$ cat src/qrs_map.svh
// Purpose: constants of the quasi-resonant switch timing core
// Assumes: 250 MHz core clock
// Notes: times in their own unit; cycle counts derive from them
`ifndef QRS_MAP_SVH
`define QRS_MAP_SVH
`define QRS_MCLK_MHZ 250
`define QRS_T_PERIOD_MS 48
`define QRS_T_OVP_US 100
`define QRS_T_SW_NS 190
`define QRS_T_LEB_NS 200
`define QRS_T_RS_SHORT_NS 2000
`define QRS_T_RS_LONG_NS 10000
`define QRS_F_MIN_KHZ 20
`define QRS_T_MAXON_US 25
`define QRS_VALLEY_MIN 3'h1
`define QRS_VALLEY_MAX 3'h7
`define QRS_ZC_MAX 3'h7
// register byte offsets
`define QRS_OFS_CTRL 8'h00
`define QRS_OFS_STATUS 8'h04
`define QRS_OFS_THRESH 8'h08
`define QRS_OFS_FOLD 8'h0C
// control fields
`define QRS_CTRL_EN 0
`define QRS_CTRL_CLR 1
// status fields
`define QRS_ST_VALLEY 2:0
`define QRS_ST_ZC 6:4
`define QRS_ST_GATE 8
`define QRS_ST_OVP 9
`define QRS_ST_SW 10
// reset values
`define QRS_THRESH_RST 32'h0000_0000
`define QRS_FOLD_RST 32'h0000_FF00
`endif

$ cat src/qrs_pkg.sv
// Purpose: shared types of the quasi-resonant switch timing core
// Assumes: nothing beyond the map header
// Notes: comparator levels travel as one packed struct
package qrs_pkg;
    typedef struct packed {
        logic fb_up;
        logic fb_down;
        logic fb_reset;
        logic sense_fb;
        logic cur_lim;
        logic short_wind;
        logic ovp;
        logic zc_cross;
        logic zc_rs_low;
        logic burst_exit;
    } qrs_cmp_s;

    typedef enum logic [2:0] {
        QRS_RING = 3'h1,
        QRS_WAIT = 3'h2,
        QRS_ON = 3'h4
    } qrs_gate_e;
endpackage : qrs_pkg

$ cat src/qrs_switch_timing.sv
// Purpose: valley select, zero-crossing count and gate timing of a
//          quasi-resonant flyback controller, with an APB register port
// Assumes: comparator levels arrive as a packed struct, synchronised here
// Notes: long counts are parameters so simulation can shorten them
//
// Implementation choices: the register offsets and register access over APB.
`timescale 1ns/1ps
`include "qrs_map.svh"

// Behaviour
// compare feedback thresholds every 48 ms period
// always below up threshold: count up
// between up and down thresholds: hold
// above down threshold: count down
// above reset threshold: force valley to 1
// valley select stays within 1 to 7
// valley select starts at 1
// line level picks up/down thresholds
// count valley crossings after turn-off, max 7
// clear crossing count at gate rise
// persistent off-time overvoltage latches off
// ring suppression length from zc level
// no turn-on during ring suppression
// turn on when crossings reach valley select
// maximum off-time forces turn-on
// sense above feedback turns gate off
// blanking after turn-on sets minimum on-time
// maximum on-time forces turn-off
// current limit turns gate off after blanking
// short-winding needs spike-filtered persistence to latch
// foldback lowers sense limit by excess current
// leaving burst forces valley select to 1
// synchronise comparators, record per-period threshold flags
module qrs_switch_timing #(
    parameter int unsigned PERIOD_CYC = `QRS_T_PERIOD_MS * `QRS_MCLK_MHZ * 1000,
    parameter int unsigned OVP_CYC = `QRS_T_OVP_US * `QRS_MCLK_MHZ,
    parameter int unsigned MAXOFF_CYC = (1000 * `QRS_MCLK_MHZ) / `QRS_F_MIN_KHZ,
    parameter int unsigned MAXON_CYC = `QRS_T_MAXON_US * `QRS_MCLK_MHZ,
    parameter int unsigned RS_SHORT_CYC = (`QRS_T_RS_SHORT_NS * `QRS_MCLK_MHZ + 999) / 1000,
    parameter int unsigned RS_LONG_CYC = (`QRS_T_RS_LONG_NS * `QRS_MCLK_MHZ + 999) / 1000,
    parameter int unsigned LEB_CYC = (`QRS_T_LEB_NS * `QRS_MCLK_MHZ + 999) / 1000,
    parameter int unsigned SW_CYC = (`QRS_T_SW_NS * `QRS_MCLK_MHZ + 999) / 1000
) (
    input wire logic i_mclk,
    input wire logic i_rst_b,
    input wire logic i_psel,
    input wire logic i_penable,
    input wire logic i_pwrite,
    input wire logic [7:0] i_paddr,
    input wire logic [31:0] i_pwdata,
    output logic [31:0] o_prdata,
    output logic o_pready,
    output logic o_pslverr,
    input wire qrs_pkg::qrs_cmp_s i_cmp,
    input wire logic i_high_line,
    input wire logic [7:0] i_zc_current,
    output logic o_gate_drive_output,
    output logic [7:0] o_count_up_threshold,
    output logic [7:0] o_count_down_threshold,
    output logic [7:0] o_cs_limit,
    output logic o_latched
);

    // ----------------------------------------------------------------
    // comparator synchronisers
    // ----------------------------------------------------------------
    qrs_pkg::qrs_cmp_s cmp_meta_reg;
    qrs_pkg::qrs_cmp_s cmp_reg;
    logic zc_cross_d_reg;

    always_ff @(posedge i_mclk or negedge i_rst_b) begin
        if (!i_rst_b) begin
            cmp_meta_reg <= '0;
            cmp_reg <= '0;
            zc_cross_d_reg <= 1'b0;
        end else begin
            cmp_meta_reg <= i_cmp;
            cmp_reg <= cmp_meta_reg;
            zc_cross_d_reg <= cmp_reg.zc_cross;
        end
    end

    // ----------------------------------------------------------------
    // APB registers
    // ----------------------------------------------------------------
    logic en_reg;
    logic [31:0] thresh_reg;
    logic [31:0] fold_reg;
    logic wr_ctrl;
    logic clr_pulse;
    logic acc;

    assign acc = i_psel && i_penable && o_pready;
    assign wr_ctrl = acc && i_pwrite && (i_paddr == `QRS_OFS_CTRL);
    assign clr_pulse = wr_ctrl && i_pwdata[`QRS_CTRL_CLR];

    always_ff @(posedge i_mclk or negedge i_rst_b) begin
        if (!i_rst_b) begin
            en_reg <= 1'b0;
            thresh_reg <= `QRS_THRESH_RST;
            fold_reg <= `QRS_FOLD_RST;
        end else if (acc && i_pwrite) begin
            if (i_paddr == `QRS_OFS_CTRL) begin
                en_reg <= i_pwdata[`QRS_CTRL_EN];
            end
            if (i_paddr == `QRS_OFS_THRESH) begin
                thresh_reg <= i_pwdata;
            end
            if (i_paddr == `QRS_OFS_FOLD) begin
                fold_reg <= i_pwdata;
            end
        end
    end

    // answer one cycle after setup: pready high in the first access cycle
    logic [31:0] rdata_next;
    logic [2:0] valley_reg;
    logic [2:0] zc_reg;
    logic ovp_lat_reg;
    logic sw_lat_reg;

    always_comb begin
        rdata_next = 32'h0000_0000;
        case (i_paddr)
            `QRS_OFS_CTRL: rdata_next[`QRS_CTRL_EN] = en_reg;
            `QRS_OFS_STATUS: begin
                rdata_next[`QRS_ST_VALLEY] = valley_reg;
                rdata_next[`QRS_ST_ZC] = zc_reg;
                rdata_next[`QRS_ST_GATE] = o_gate_drive_output;
                rdata_next[`QRS_ST_OVP] = ovp_lat_reg;
                rdata_next[`QRS_ST_SW] = sw_lat_reg;
            end
            `QRS_OFS_THRESH: rdata_next = thresh_reg;
            `QRS_OFS_FOLD: rdata_next = fold_reg;
            default: rdata_next = 32'h0000_0000;
        endcase
    end

    always_ff @(posedge i_mclk or negedge i_rst_b) begin
        if (!i_rst_b) begin
            o_pready <= 1'b0;
            o_prdata <= 32'h0000_0000;
            o_pslverr <= 1'b0;
        end else begin
            o_pready <= i_psel && !i_penable;
            o_prdata <= rdata_next;
            o_pslverr <= i_psel && !i_penable && (i_paddr != `QRS_OFS_CTRL)
                && (i_paddr != `QRS_OFS_STATUS) && (i_paddr != `QRS_OFS_THRESH)
                && (i_paddr != `QRS_OFS_FOLD);
        end
    end

    // ----------------------------------------------------------------
    // threshold selection and foldback
    // ----------------------------------------------------------------
    logic [7:0] excess;
    assign excess = i_zc_current - fold_reg[7:0];

    always_ff @(posedge i_mclk or negedge i_rst_b) begin
        if (!i_rst_b) begin
            o_count_up_threshold <= 8'h00;
            o_count_down_threshold <= 8'h00;
            o_cs_limit <= 8'h00;
        end else begin
            // line-dependent pair keeps hysteresis clear of foldback
            o_count_up_threshold <= i_high_line ? thresh_reg[23:16]
                : thresh_reg[7:0];
            o_count_down_threshold <= i_high_line ? thresh_reg[31:24]
                : thresh_reg[15:8];
            if (i_zc_current <= fold_reg[7:0]) begin
                o_cs_limit <= fold_reg[15:8];
            end else if (excess >= fold_reg[15:8]) begin
                o_cs_limit <= 8'h00;
            end else begin
                o_cs_limit <= fold_reg[15:8] - excess;
            end
        end
    end

    // ----------------------------------------------------------------
    // valley select over the evaluation period
    // ----------------------------------------------------------------
    logic [31:0] per_cnt_reg;
    logic per_end;
    logic seen_up_reg;
    logic seen_down_reg;
    logic seen_rst_reg;

    assign per_end = (per_cnt_reg == PERIOD_CYC - 1);

    always_ff @(posedge i_mclk or negedge i_rst_b) begin
        if (!i_rst_b) begin
            per_cnt_reg <= 32'h0000_0000;
        end else begin
            per_cnt_reg <= per_end ? 32'h0000_0000 : per_cnt_reg + 32'h0000_0001;
        end
    end

    always_ff @(posedge i_mclk or negedge i_rst_b) begin
        if (!i_rst_b) begin
            seen_up_reg <= 1'b0;
            seen_down_reg <= 1'b0;
            seen_rst_reg <= 1'b0;
        end else if (per_end) begin
            seen_up_reg <= cmp_reg.fb_up;
            seen_down_reg <= cmp_reg.fb_down;
            seen_rst_reg <= cmp_reg.fb_reset;
        end else begin
            seen_up_reg <= seen_up_reg | cmp_reg.fb_up;
            seen_down_reg <= seen_down_reg | cmp_reg.fb_down;
            seen_rst_reg <= seen_rst_reg | cmp_reg.fb_reset;
        end
    end

    always_ff @(posedge i_mclk or negedge i_rst_b) begin
        if (!i_rst_b) begin
            valley_reg <= `QRS_VALLEY_MIN;
        end else if (cmp_reg.burst_exit) begin
            valley_reg <= `QRS_VALLEY_MIN;
        end else if (per_end) begin
            if (seen_rst_reg) begin
                valley_reg <= `QRS_VALLEY_MIN;
            end else if (seen_down_reg) begin
                if (valley_reg != `QRS_VALLEY_MIN) begin
                    valley_reg <= valley_reg - 3'h1;
                end
            end else if (!seen_up_reg && valley_reg != `QRS_VALLEY_MAX) begin
                valley_reg <= valley_reg + 3'h1;
            end
            // otherwise hold
        end
    end

    // ----------------------------------------------------------------
    // gate state machine
    // ----------------------------------------------------------------
    qrs_pkg::qrs_gate_e st_reg;
    logic [31:0] off_cnt_reg;
    logic [31:0] on_cnt_reg;
    logic rs_long_reg;
    logic rs_done;
    logic turn_on;
    logic turn_off;
    logic blocked;

    assign blocked = !en_reg || o_latched;
    assign rs_done = rs_long_reg ? (off_cnt_reg >= RS_LONG_CYC)
        : (off_cnt_reg >= RS_SHORT_CYC);
    assign turn_on = (st_reg == qrs_pkg::QRS_WAIT) && !blocked
        && ((zc_reg >= valley_reg) || (off_cnt_reg >= MAXOFF_CYC));
    // blanking masks the sense and limit comparators only
    assign turn_off = (st_reg == qrs_pkg::QRS_ON) && (blocked
        || (on_cnt_reg >= MAXON_CYC)
        || ((on_cnt_reg >= LEB_CYC) && (cmp_reg.sense_fb || cmp_reg.cur_lim)));

    always_ff @(posedge i_mclk or negedge i_rst_b) begin
        if (!i_rst_b) begin
            st_reg <= qrs_pkg::QRS_RING;
            o_gate_drive_output <= 1'b0;
            rs_long_reg <= 1'b0;
        end else begin
            case (st_reg)
                qrs_pkg::QRS_RING: begin
                    if (rs_done) begin
                        st_reg <= qrs_pkg::QRS_WAIT;
                    end
                end
                qrs_pkg::QRS_WAIT: begin
                    if (turn_on) begin
                        st_reg <= qrs_pkg::QRS_ON;
                        o_gate_drive_output <= 1'b1;
                    end
                end
                qrs_pkg::QRS_ON: begin
                    if (turn_off) begin
                        st_reg <= qrs_pkg::QRS_RING;
                        o_gate_drive_output <= 1'b0;
                        rs_long_reg <= cmp_reg.zc_rs_low;
                    end
                end
                default: begin
                    st_reg <= qrs_pkg::QRS_RING;
                    o_gate_drive_output <= 1'b0;
                end
            endcase
        end
    end

    always_ff @(posedge i_mclk or negedge i_rst_b) begin
        if (!i_rst_b) begin
            off_cnt_reg <= 32'h0000_0000;
            on_cnt_reg <= 32'h0000_0000;
        end else begin
            if (st_reg == qrs_pkg::QRS_ON) begin
                off_cnt_reg <= 32'h0000_0000;
            end else if (off_cnt_reg != MAXOFF_CYC) begin
                off_cnt_reg <= off_cnt_reg + 32'h0000_0001;
            end
            if (st_reg != qrs_pkg::QRS_ON || turn_off) begin
                on_cnt_reg <= 32'h0000_0000;
            end else if (on_cnt_reg != MAXON_CYC) begin
                on_cnt_reg <= on_cnt_reg + 32'h0000_0001;
            end
        end
    end

    // ----------------------------------------------------------------
    // zero-crossing counter
    // ----------------------------------------------------------------
    always_ff @(posedge i_mclk or negedge i_rst_b) begin
        if (!i_rst_b) begin
            zc_reg <= 3'h0;
        end else if (turn_on) begin
            zc_reg <= 3'h0;
        end else if (st_reg != qrs_pkg::QRS_ON && zc_cross_d_reg && !cmp_reg.zc_cross
            && zc_reg != `QRS_ZC_MAX) begin
            zc_reg <= zc_reg + 3'h1;
        end
    end

    // ----------------------------------------------------------------
    // latch-off protections
    // ----------------------------------------------------------------
    logic [31:0] ovp_cnt_reg;
    logic [31:0] sw_cnt_reg;

    always_ff @(posedge i_mclk or negedge i_rst_b) begin
        if (!i_rst_b) begin
            ovp_cnt_reg <= 32'h0000_0000;
            sw_cnt_reg <= 32'h0000_0000;
        end else begin
            if (!cmp_reg.ovp || st_reg == qrs_pkg::QRS_ON) begin
                ovp_cnt_reg <= 32'h0000_0000;
            end else if (ovp_cnt_reg != OVP_CYC) begin
                ovp_cnt_reg <= ovp_cnt_reg + 32'h0000_0001;
            end
            // spike filter: any dropout restarts the count
            if (!cmp_reg.short_wind || st_reg != qrs_pkg::QRS_ON) begin
                sw_cnt_reg <= 32'h0000_0000;
            end else if (sw_cnt_reg != SW_CYC) begin
                sw_cnt_reg <= sw_cnt_reg + 32'h0000_0001;
            end
        end
    end

    // set beats a software clear in the same cycle
    always_ff @(posedge i_mclk or negedge i_rst_b) begin
        if (!i_rst_b) begin
            ovp_lat_reg <= 1'b0;
            sw_lat_reg <= 1'b0;
            o_latched <= 1'b0;
        end else begin
            ovp_lat_reg <= (ovp_cnt_reg == OVP_CYC) || (ovp_lat_reg && !clr_pulse);
            sw_lat_reg <= (sw_cnt_reg == SW_CYC) || (sw_lat_reg && !clr_pulse);
            o_latched <= (ovp_cnt_reg == OVP_CYC) || (sw_cnt_reg == SW_CYC)
                || ((ovp_lat_reg || sw_lat_reg) && !clr_pulse);
        end
    end
endmodule : qrs_switch_timing

$ cat config.mk
export PLATFORM = sky130hd
export DESIGN_NAME = qrs_switch_timing
export DESIGN_NICKNAME = d
export VERILOG_FILES = /design/src/qrs_pkg.sv /design/src/qrs_switch_timing.sv
export VERILOG_INCLUDE_DIRS = /design/src
export SDC_FILE = /design/constraint.sdc
export NUM_CORES = 1
export LEC_CHECK = 0
export BUFFER_PORTS_ARGS = -buffer_cell sky130_fd_sc_hd__buf_4
export CAP_MARGIN = 10
export CORE_MARGIN = 10
export CORE_UTILIZATION = 50
export CTS_BUF_LIST = sky130_fd_sc_hd__clkbuf_4 sky130_fd_sc_hd__clkbuf_8
export CTS_CLUSTER_SIZE = 10
export DETAILED_ROUTE_END_ITERATION = 8
export GPL_ROUTABILITY_DRIVEN = 0
export HOLD_SLACK_MARGIN = 0.12
export MAX_ROUTING_LAYER = met4
export PLACE_DENSITY = 0.78
export RECOVER_POWER = 100
export SETUP_SLACK_MARGIN = 0.2
export SLEW_MARGIN = 20
export SYNTH_ARGS = -nofsm -noshare
export SYNTH_HDL_FRONTEND = slang
export SYNTH_SLANG_ARGS = --single-unit
$ cat constraint.sdc
create_clock -name i_mclk -period 6.4 [get_ports i_mclk]
set_input_delay 0.64 -clock i_mclk [delete_from_list [all_inputs] [get_ports i_mclk]]
set_output_delay 0.64 -clock i_mclk [all_outputs]
set_load 0.02 [all_outputs]
* After elaboration in Yosys (flattened, before gate mapping)
Cells that the tools add are included.
** Word-level totals
- Bits of input ports :: 64
- Flip-flop bits (word level) :: 321
- Word-level logic and storage cells :: 189
- Output and inout bits :: 60
** Operators by class
- Equality and inequality tests :: 24
- Bitwise gates (word level) :: 4
- Multiplexer cells :: 39
- Add/subtract/negate cells :: 10
- Reductions and logical operators :: 58
- Order comparisons :: 8
** Operator list (number)
- $mux W32 :: 9
- $add A32 B1 Y32 const B :: 5
- $pmux W21 S2 :: 1
- $mux W3 :: 11
- $eq A32 B15 Y1 const B :: 1
- $eq A32 B24 Y1 const B :: 1
- $eq A32 B6 Y1 const B :: 1
- $ge A32 B12 Y1 const B :: 1
- $ge A32 B13 Y1 const B :: 1
- $ge A32 B14 Y1 const B :: 1
- $ge A32 B6 Y1 const B :: 1
- $ge A32 B9 Y1 const B :: 1
- $mux W8 :: 4
- $ne A32 B13 Y1 const B :: 1
- $ne A32 B14 Y1 const B :: 1
- $ne A32 B15 Y1 const B :: 1
- $ne A32 B6 Y1 const B :: 1
- $pmux W3 S3 :: 3
- $logic_and A1 B1 Y1 :: 21
- $eq A8 B4 Y1 const B :: 2
- $ne A8 B4 Y1 const B :: 2
- $sub A8 B8 Y8 :: 2
- $logic_or A1 B1 Y1 :: 13
- $reduce_bool A2 Y1 :: 6
- 27 further kinds :: 52

* Longest topological paths before layout
- Word-level depth :: 8
- Gate-level depth with buffers :: 15
- Gate-level depth less buffers :: 15

* Least setup slack after synthesis
No wires, ideal clock.
- Path type :: in2reg
- Start :: in i_zc_current[0]
- End :: reg o_cs_limit[2]
- Stages :: 14
- Setup time :: 0.068 ns
- Buffers on the path :: 0
- Data arrival time :: 3.026 ns
- Slack :: 3.306 ns
- Data required time :: 6.332 ns
- Cells stage by stage :: inv_1 -> ha_1 -> inv_1 -> fa_1 -> nand2_1 -> nand2b_1 -> a211o_1 -> nand2_1 -> ha_1 -> o21ai_0 -> a21oi_1 -> o221ai_1 -> a211oi_2 -> a32o_1
** On the way
- Word-level cells in the longest chain between the ends :: 4
- Elaborated cells between the ends (all ways) :: 6
- Those cells by class :: 2 x add/sub; 2 x order compare; 2 x mux
** RTL lines
- from (decl) :: line qrs_switch_timing.sv:56 : input wire logic [7:0] i_zc_current,
- $sub A8 B8 Y8 :: line qrs_switch_timing.sv:157 : assign excess = i_zc_current - fold_reg[7:0];
- $sub A8 B8 Y8 or $ge A8 B8 Y1 (tied branches) :: line qrs_switch_timing.sv:175, qrs_switch_timing.sv:172
- $mux W8 :: line qrs_switch_timing.sv:172 : end else if (excess >= fold_reg[15:8]) begin
- $mux W8 (*) :: line qrs_switch_timing.sv:170 : if (i_zc_current <= fold_reg[7:0]) begin
- to (signal assigned) :: line qrs_switch_timing.sv:171 : o_cs_limit <= fold_reg[15:8];
- to (signal assigned) :: line qrs_switch_timing.sv:175 : o_cs_limit <= fold_reg[15:8] - excess;
- to (decl) :: line qrs_switch_timing.sv:60 : output logic [7:0] o_cs_limit,
Every way passes the cells marked *; elsewhere a longest branch is shown, timed or not.
A chain may end at the register's enable or synchronous reset.

* Worst setup path after layout
- Start :: in i_paddr[2]
- End :: reg fold_reg[1]
** On the way
- Word-level cells in the longest chain between the ends :: 2
** RTL lines
- from (decl) :: line qrs_switch_timing.sv:49 : input wire logic [7:0] i_paddr,
- $eq A8 B4 Y1
- $reduce_and A2 Y1 (no source line)
- to (signal assigned) :: line qrs_switch_timing.sv:101 : fold_reg <= `QRS_FOLD_RST;
- to (signal assigned) :: line qrs_switch_timing.sv:110 : fold_reg <= i_pwdata;
- to (decl) :: line qrs_switch_timing.sv:88 : logic [31:0] fold_reg;
No other way between the ends.

==> flow_metrics.py <==
metrics = {
    "status": {
        "outcome": "complete, but fails checks",
        "violations": "capacitance limit, slew limit",
    },
    "timing": {
        "slew_viol_final": 144,
        "tns_ns": 0,
        "fin_crit_ns": 4.20,
        "fmax_mhz": 238,
        "setup_viol": 0,
        "rsz0062_at_grt": "no",
        "clock-skew-final_ns": 0.0339,
        "hold_viol_final": 0,
        "fin_ws_ns": 2.20,
        "worst_hold_slack_ns": 0.184,
        "worstMarginPinSlew_ns": 2.12,
        "slew_headroom_pct": -41.4,
        "fin_crit_sh_pct": 65.6,
    },
    "power": {
        "p_clk_share_pct": 44.5,
        "finalPower_w": 0.00414,
        "p_sw_w": 0.000966,
        "internal-power_w": 0.00317,
        "p_per_area_mw_per_mm2": 244,
        "switching_share_pct": 23.4,
        "power.leakage_nw": 7.64,
        "ir_drop_uv": 155,
        "power_frac_comb_pct": 5.2,
        "p_seq_share_pct": 50.3,
    },
    "clock_tree": {
        "cts-root-buf": "clkbuf_8",
        "cts_inserted_buffers": 51,
        "cts_tree": "built",
        "cts_resized": 0,
        "cts_max_path_buffers": 3,
        "htreeDepth": 2,
        "insertion_delay_ns": 0.61,
        "path_clk_slew_ns": 0.06,
        "clock_sinks": 321,
    },
    "worst_hold_path": {
        "holdPathStages": 1,
        "hp-class": "in2reg",
    },
    "worst_setup_path": {
        "end_kind": "flop",
        "slowest_delay_ns": 1.49,
        "path_cells": "clkbuf_1, clkinv_1, nor3_1, buf_4, mux2_2",
        "worst_path_max_delay_cell": "clkbuf_1",
        "timing.critical_path.buf_inv": 3,
        "cp-start-kind": "input pin",
        "crit_required_ns": 6.86,
        "reg2reg_slack_ns": 2.45,
        "critical_path_class": "in2reg",
        "crit_cells": 5,
        "ff2ff_path_depth": 6,
        "cp_max_fo": 28,
        "arrival_ns": 4.65,
        "path_delay_family": "buffers and inverters",
    },
    "detailed_routing": {
        "vias": 10600,
        "drt_iter0_drc": 878,
        "wire_per_inst_um": 17.6,
        "via_per_inst": 5.55,
        "first_pass_iters": 5,
        "routed_wirelength_mm": 33.7,
        "drcViolationCount": 0,
        "ant_nets": 0,
    },
    "synthesis": {
        "synth-adder-area-share_pct": 3.24,
        "synth_xor_area_share_pct": 7.09,
        "synth_compound_area_share_pct": 5.31,
        "synth_cells": 1329,
        "synth_simple_gate_area_share_pct": 18.4,
        "avgSynthCellArea_um2": 11.1,
        "synth-edff-count": 0,
        "ys.flop_type": "dfrtp_1",
        "ys_types": 69,
        "muxShareOfSynthArea_pct": 8.89,
        "yosys_warnings": 0,
        "syn_area_mm2": 0.0147,
        "ys_ff_latch": 321,
        "async_reset_ff_share_pct": 100,
        "synth_top_family_by_area": "simple AND/OR/NAND/NOR gates",
        "synth.yosys.seq_area_share_pct": 54.7,
    },
    "floorplanning": {
        "rows": 62,
        "start_util_pct": 50.9,
        "die-area_mm2": 0.0367,
        "die_x_um": 191,
        "core_area_mm2": 0.0289,
        "ios": 124,
        "die_h_um": 191,
    },
    "place": {
        "dp_cells": 1817,
        "dp_hpwl_mm": 23.0,
        "numPortBuffers": 123,
        "pre_cts_slack_ns": 2.77,
    },
    "grt": {
        "first_global_vias": 10900,
        "antenna_found_initial": 0,
        "grt_max_degree": 109,
        "grt_pass1_wl_mm": 55.3,
        "grt-ovfl-total": 0,
        "grt_use_total_pct": 18.8,
    },
    "layout": {
        "layout-drive-gt1-share_pct": 17.5,
        "diodes": 0,
        "stdcell_count": 1911,
        "nets": 1588,
        "area_growth_syn_to_layout_pct": 15.2,
        "fill_cells": 2406,
    },
    "job": {
        "cap_violations": 5,
    },
}
## cell type report
| class | instances | area [um2] | share of cell area (%) |
|---|---|---|---|
| repair buffers | 131 | 777 | 4.59 |
| clock inverters | 14 | 124 | 0.732 |
| inverters | 44 | 165 | 0.975 |
| flip-flops and latches | 321 | 8050 | 47.5 |
| multi-input cells | 939 | 6360 | 37.6 |
| well taps | 384 | 480 | 2.84 |
| clock buffers | 78 | 980 | 5.79 |
## worst paths after layout
| path | start | to |
|---|---|---|
| worst max-delay path | i_paddr[2] | fold_reg[1] |
| worst min-delay path | i_cmp[9] | cmp_meta_reg[9] |
| worst max register to register | st_reg[1] | sw_cnt_reg[18] |
| worst min register to register | cmp_meta_reg[9] | cmp_reg[9] |
| max in group asynchronous | i_rst_b | valley_reg[0] |
| min in group asynchronous | i_rst_b | o_prdata[24] |
## worst reg2reg max path, cell delays in order (launching register included)
cell,delay [ns]
dfrtp_1,0.39
nor2_1,0.12
and2_0,0.14
clkbuf_1,1.26
nand2_1,1.14
or4_1,0.76
nand2_1,0.08
## power groups by stage
| stage | clock (W) | sequential, W | combinational [W] |
|---|---|---|---|
| 6_report | 0.00184 | 0.00208 | 0.000216 |
| 4_1_cts | 0.00188 | 0.00208 | 0.000218 |
| 2_1_floorplan | 0 | 0.00211 | 0.000106 |
| 3_5_place_dp | 0 | 0.00211 | 0.000216 |
| 3_3_place_gp | 0 | 0.00211 | 0.000206 |
| 5_1_grt | 0.00197 | 0.00208 | 0.000247 |
## cells by family (layout without fill, tap and decap cells)
group,after synthesis,after routing
flip-flops,321,321
other,1,19
XOR/XNOR,119,119
multiplexers,119,119
buffers and inverters,87,267
AO/OA/AOI/OAI,121,121
adder cells (fa/ha/maj),37,37
AND/OR/NAND/NOR,524,524
## synthesized netlist by cell type (3+ instances only)
| library cell | instances | share of area [%] |
|---|---|---|
| nor3b_1 | 3 | 0.15 |
| o21a_1 | 5 | 0.26 |
| or3_1 | 17 | 0.72 |
| dfrtp_1 | 311 | 53 |
| nor2b_1 | 6 | 0.26 |
| buf_2 | 8 | 0.27 |
| a31o_2 | 3 | 0.18 |
| nor4b_1 | 4 | 0.24 |
| nand4b_1 | 3 | 0.18 |
| mux2i_1 | 36 | 2.5 |
| dfstp_2 | 10 | 1.8 |
| o21ai_0 | 26 | 0.89 |
| a211o_1 | 3 | 0.18 |
| xor2_1 | 59 | 3.5 |
| a21o_1 | 8 | 0.41 |
| nand2b_1 | 17 | 0.72 |
| or4_1 | 8 | 0.41 |
| nand2_1 | 62 | 1.6 |
| a32o_1 | 4 | 0.27 |
| nor2_1 | 177 | 4.5 |
| clkbuf_1 | 26 | 0.66 |
| xnor2_1 | 60 | 3.6 |
| mux2_2 | 82 | 6.3 |
| nand3_1 | 65 | 2.2 |
| o31ai_1 | 4 | 0.20 |
| a21oi_1 | 40 | 1.4 |
| nor4_1 | 42 | 1.8 |
| inv_1 | 43 | 1.1 |
| or3b_2 | 4 | 0.24 |
| a2111oi_0 | 3 | 0.18 |
| ha_1 | 34 | 2.9 |
| and2_1 | 7 | 0.30 |
| buf_1 | 9 | 0.23 |
| nand4_1 | 40 | 1.7 |
| a22o_1 | 4 | 0.24 |
| nor3_1 | 20 | 0.68 |
| and4_1 | 17 | 1.0 |
| or2_2 | 4 | 0.17 |
| and3_1 | 19 | 0.81 |
## timing repair
item	CTS	global route
setup buffers	0	0
endpoints found under the setup margin	0	0
endpoints found under the hold margin	91	0
hold buffers	1	0
## per-layer routing
layer / track usage, % / vias up / wire (um)
li1: - / 4989 / -
met1: 23.2 / 5276 / 14800
met2: 30.6 / 278 / 16200
met3: 3.64 / 61 / 1830
met4: 6.01 / 0 / 805
met5: - / - / 0
## layout by cell type (no fill, tap or decap), drive strengths merged, types with 9 or more instances in the layout
cell type / n
a21o: 9
a21oi: 40
and3: 19
and4: 17
buf: 55
clkbuf: 153
clkinv: 13
conb: 19
dfrtp: 311
dfstp: 10
ha: 34
inv: 44
mux2: 82
mux2i: 36
nand2: 62
nand2b: 17
nand3: 65
nand4: 41
nor2: 178
nor3: 23
nor4: 43
o21ai: 27
or3: 17
or4: 9
xnor2: 60
xor2: 59
## metrics by stage
step,util (%),cell area [um2]
6_report,58.7,16900
4_1_cts,59.5,17200
2_1_floorplan,-,14800
5_1_grt,58.7,16900
3_3_place_gp,55.6,16100
3_5_place_dp,55.6,16100
Note: power is estimated with default switching activity, not from simulation.
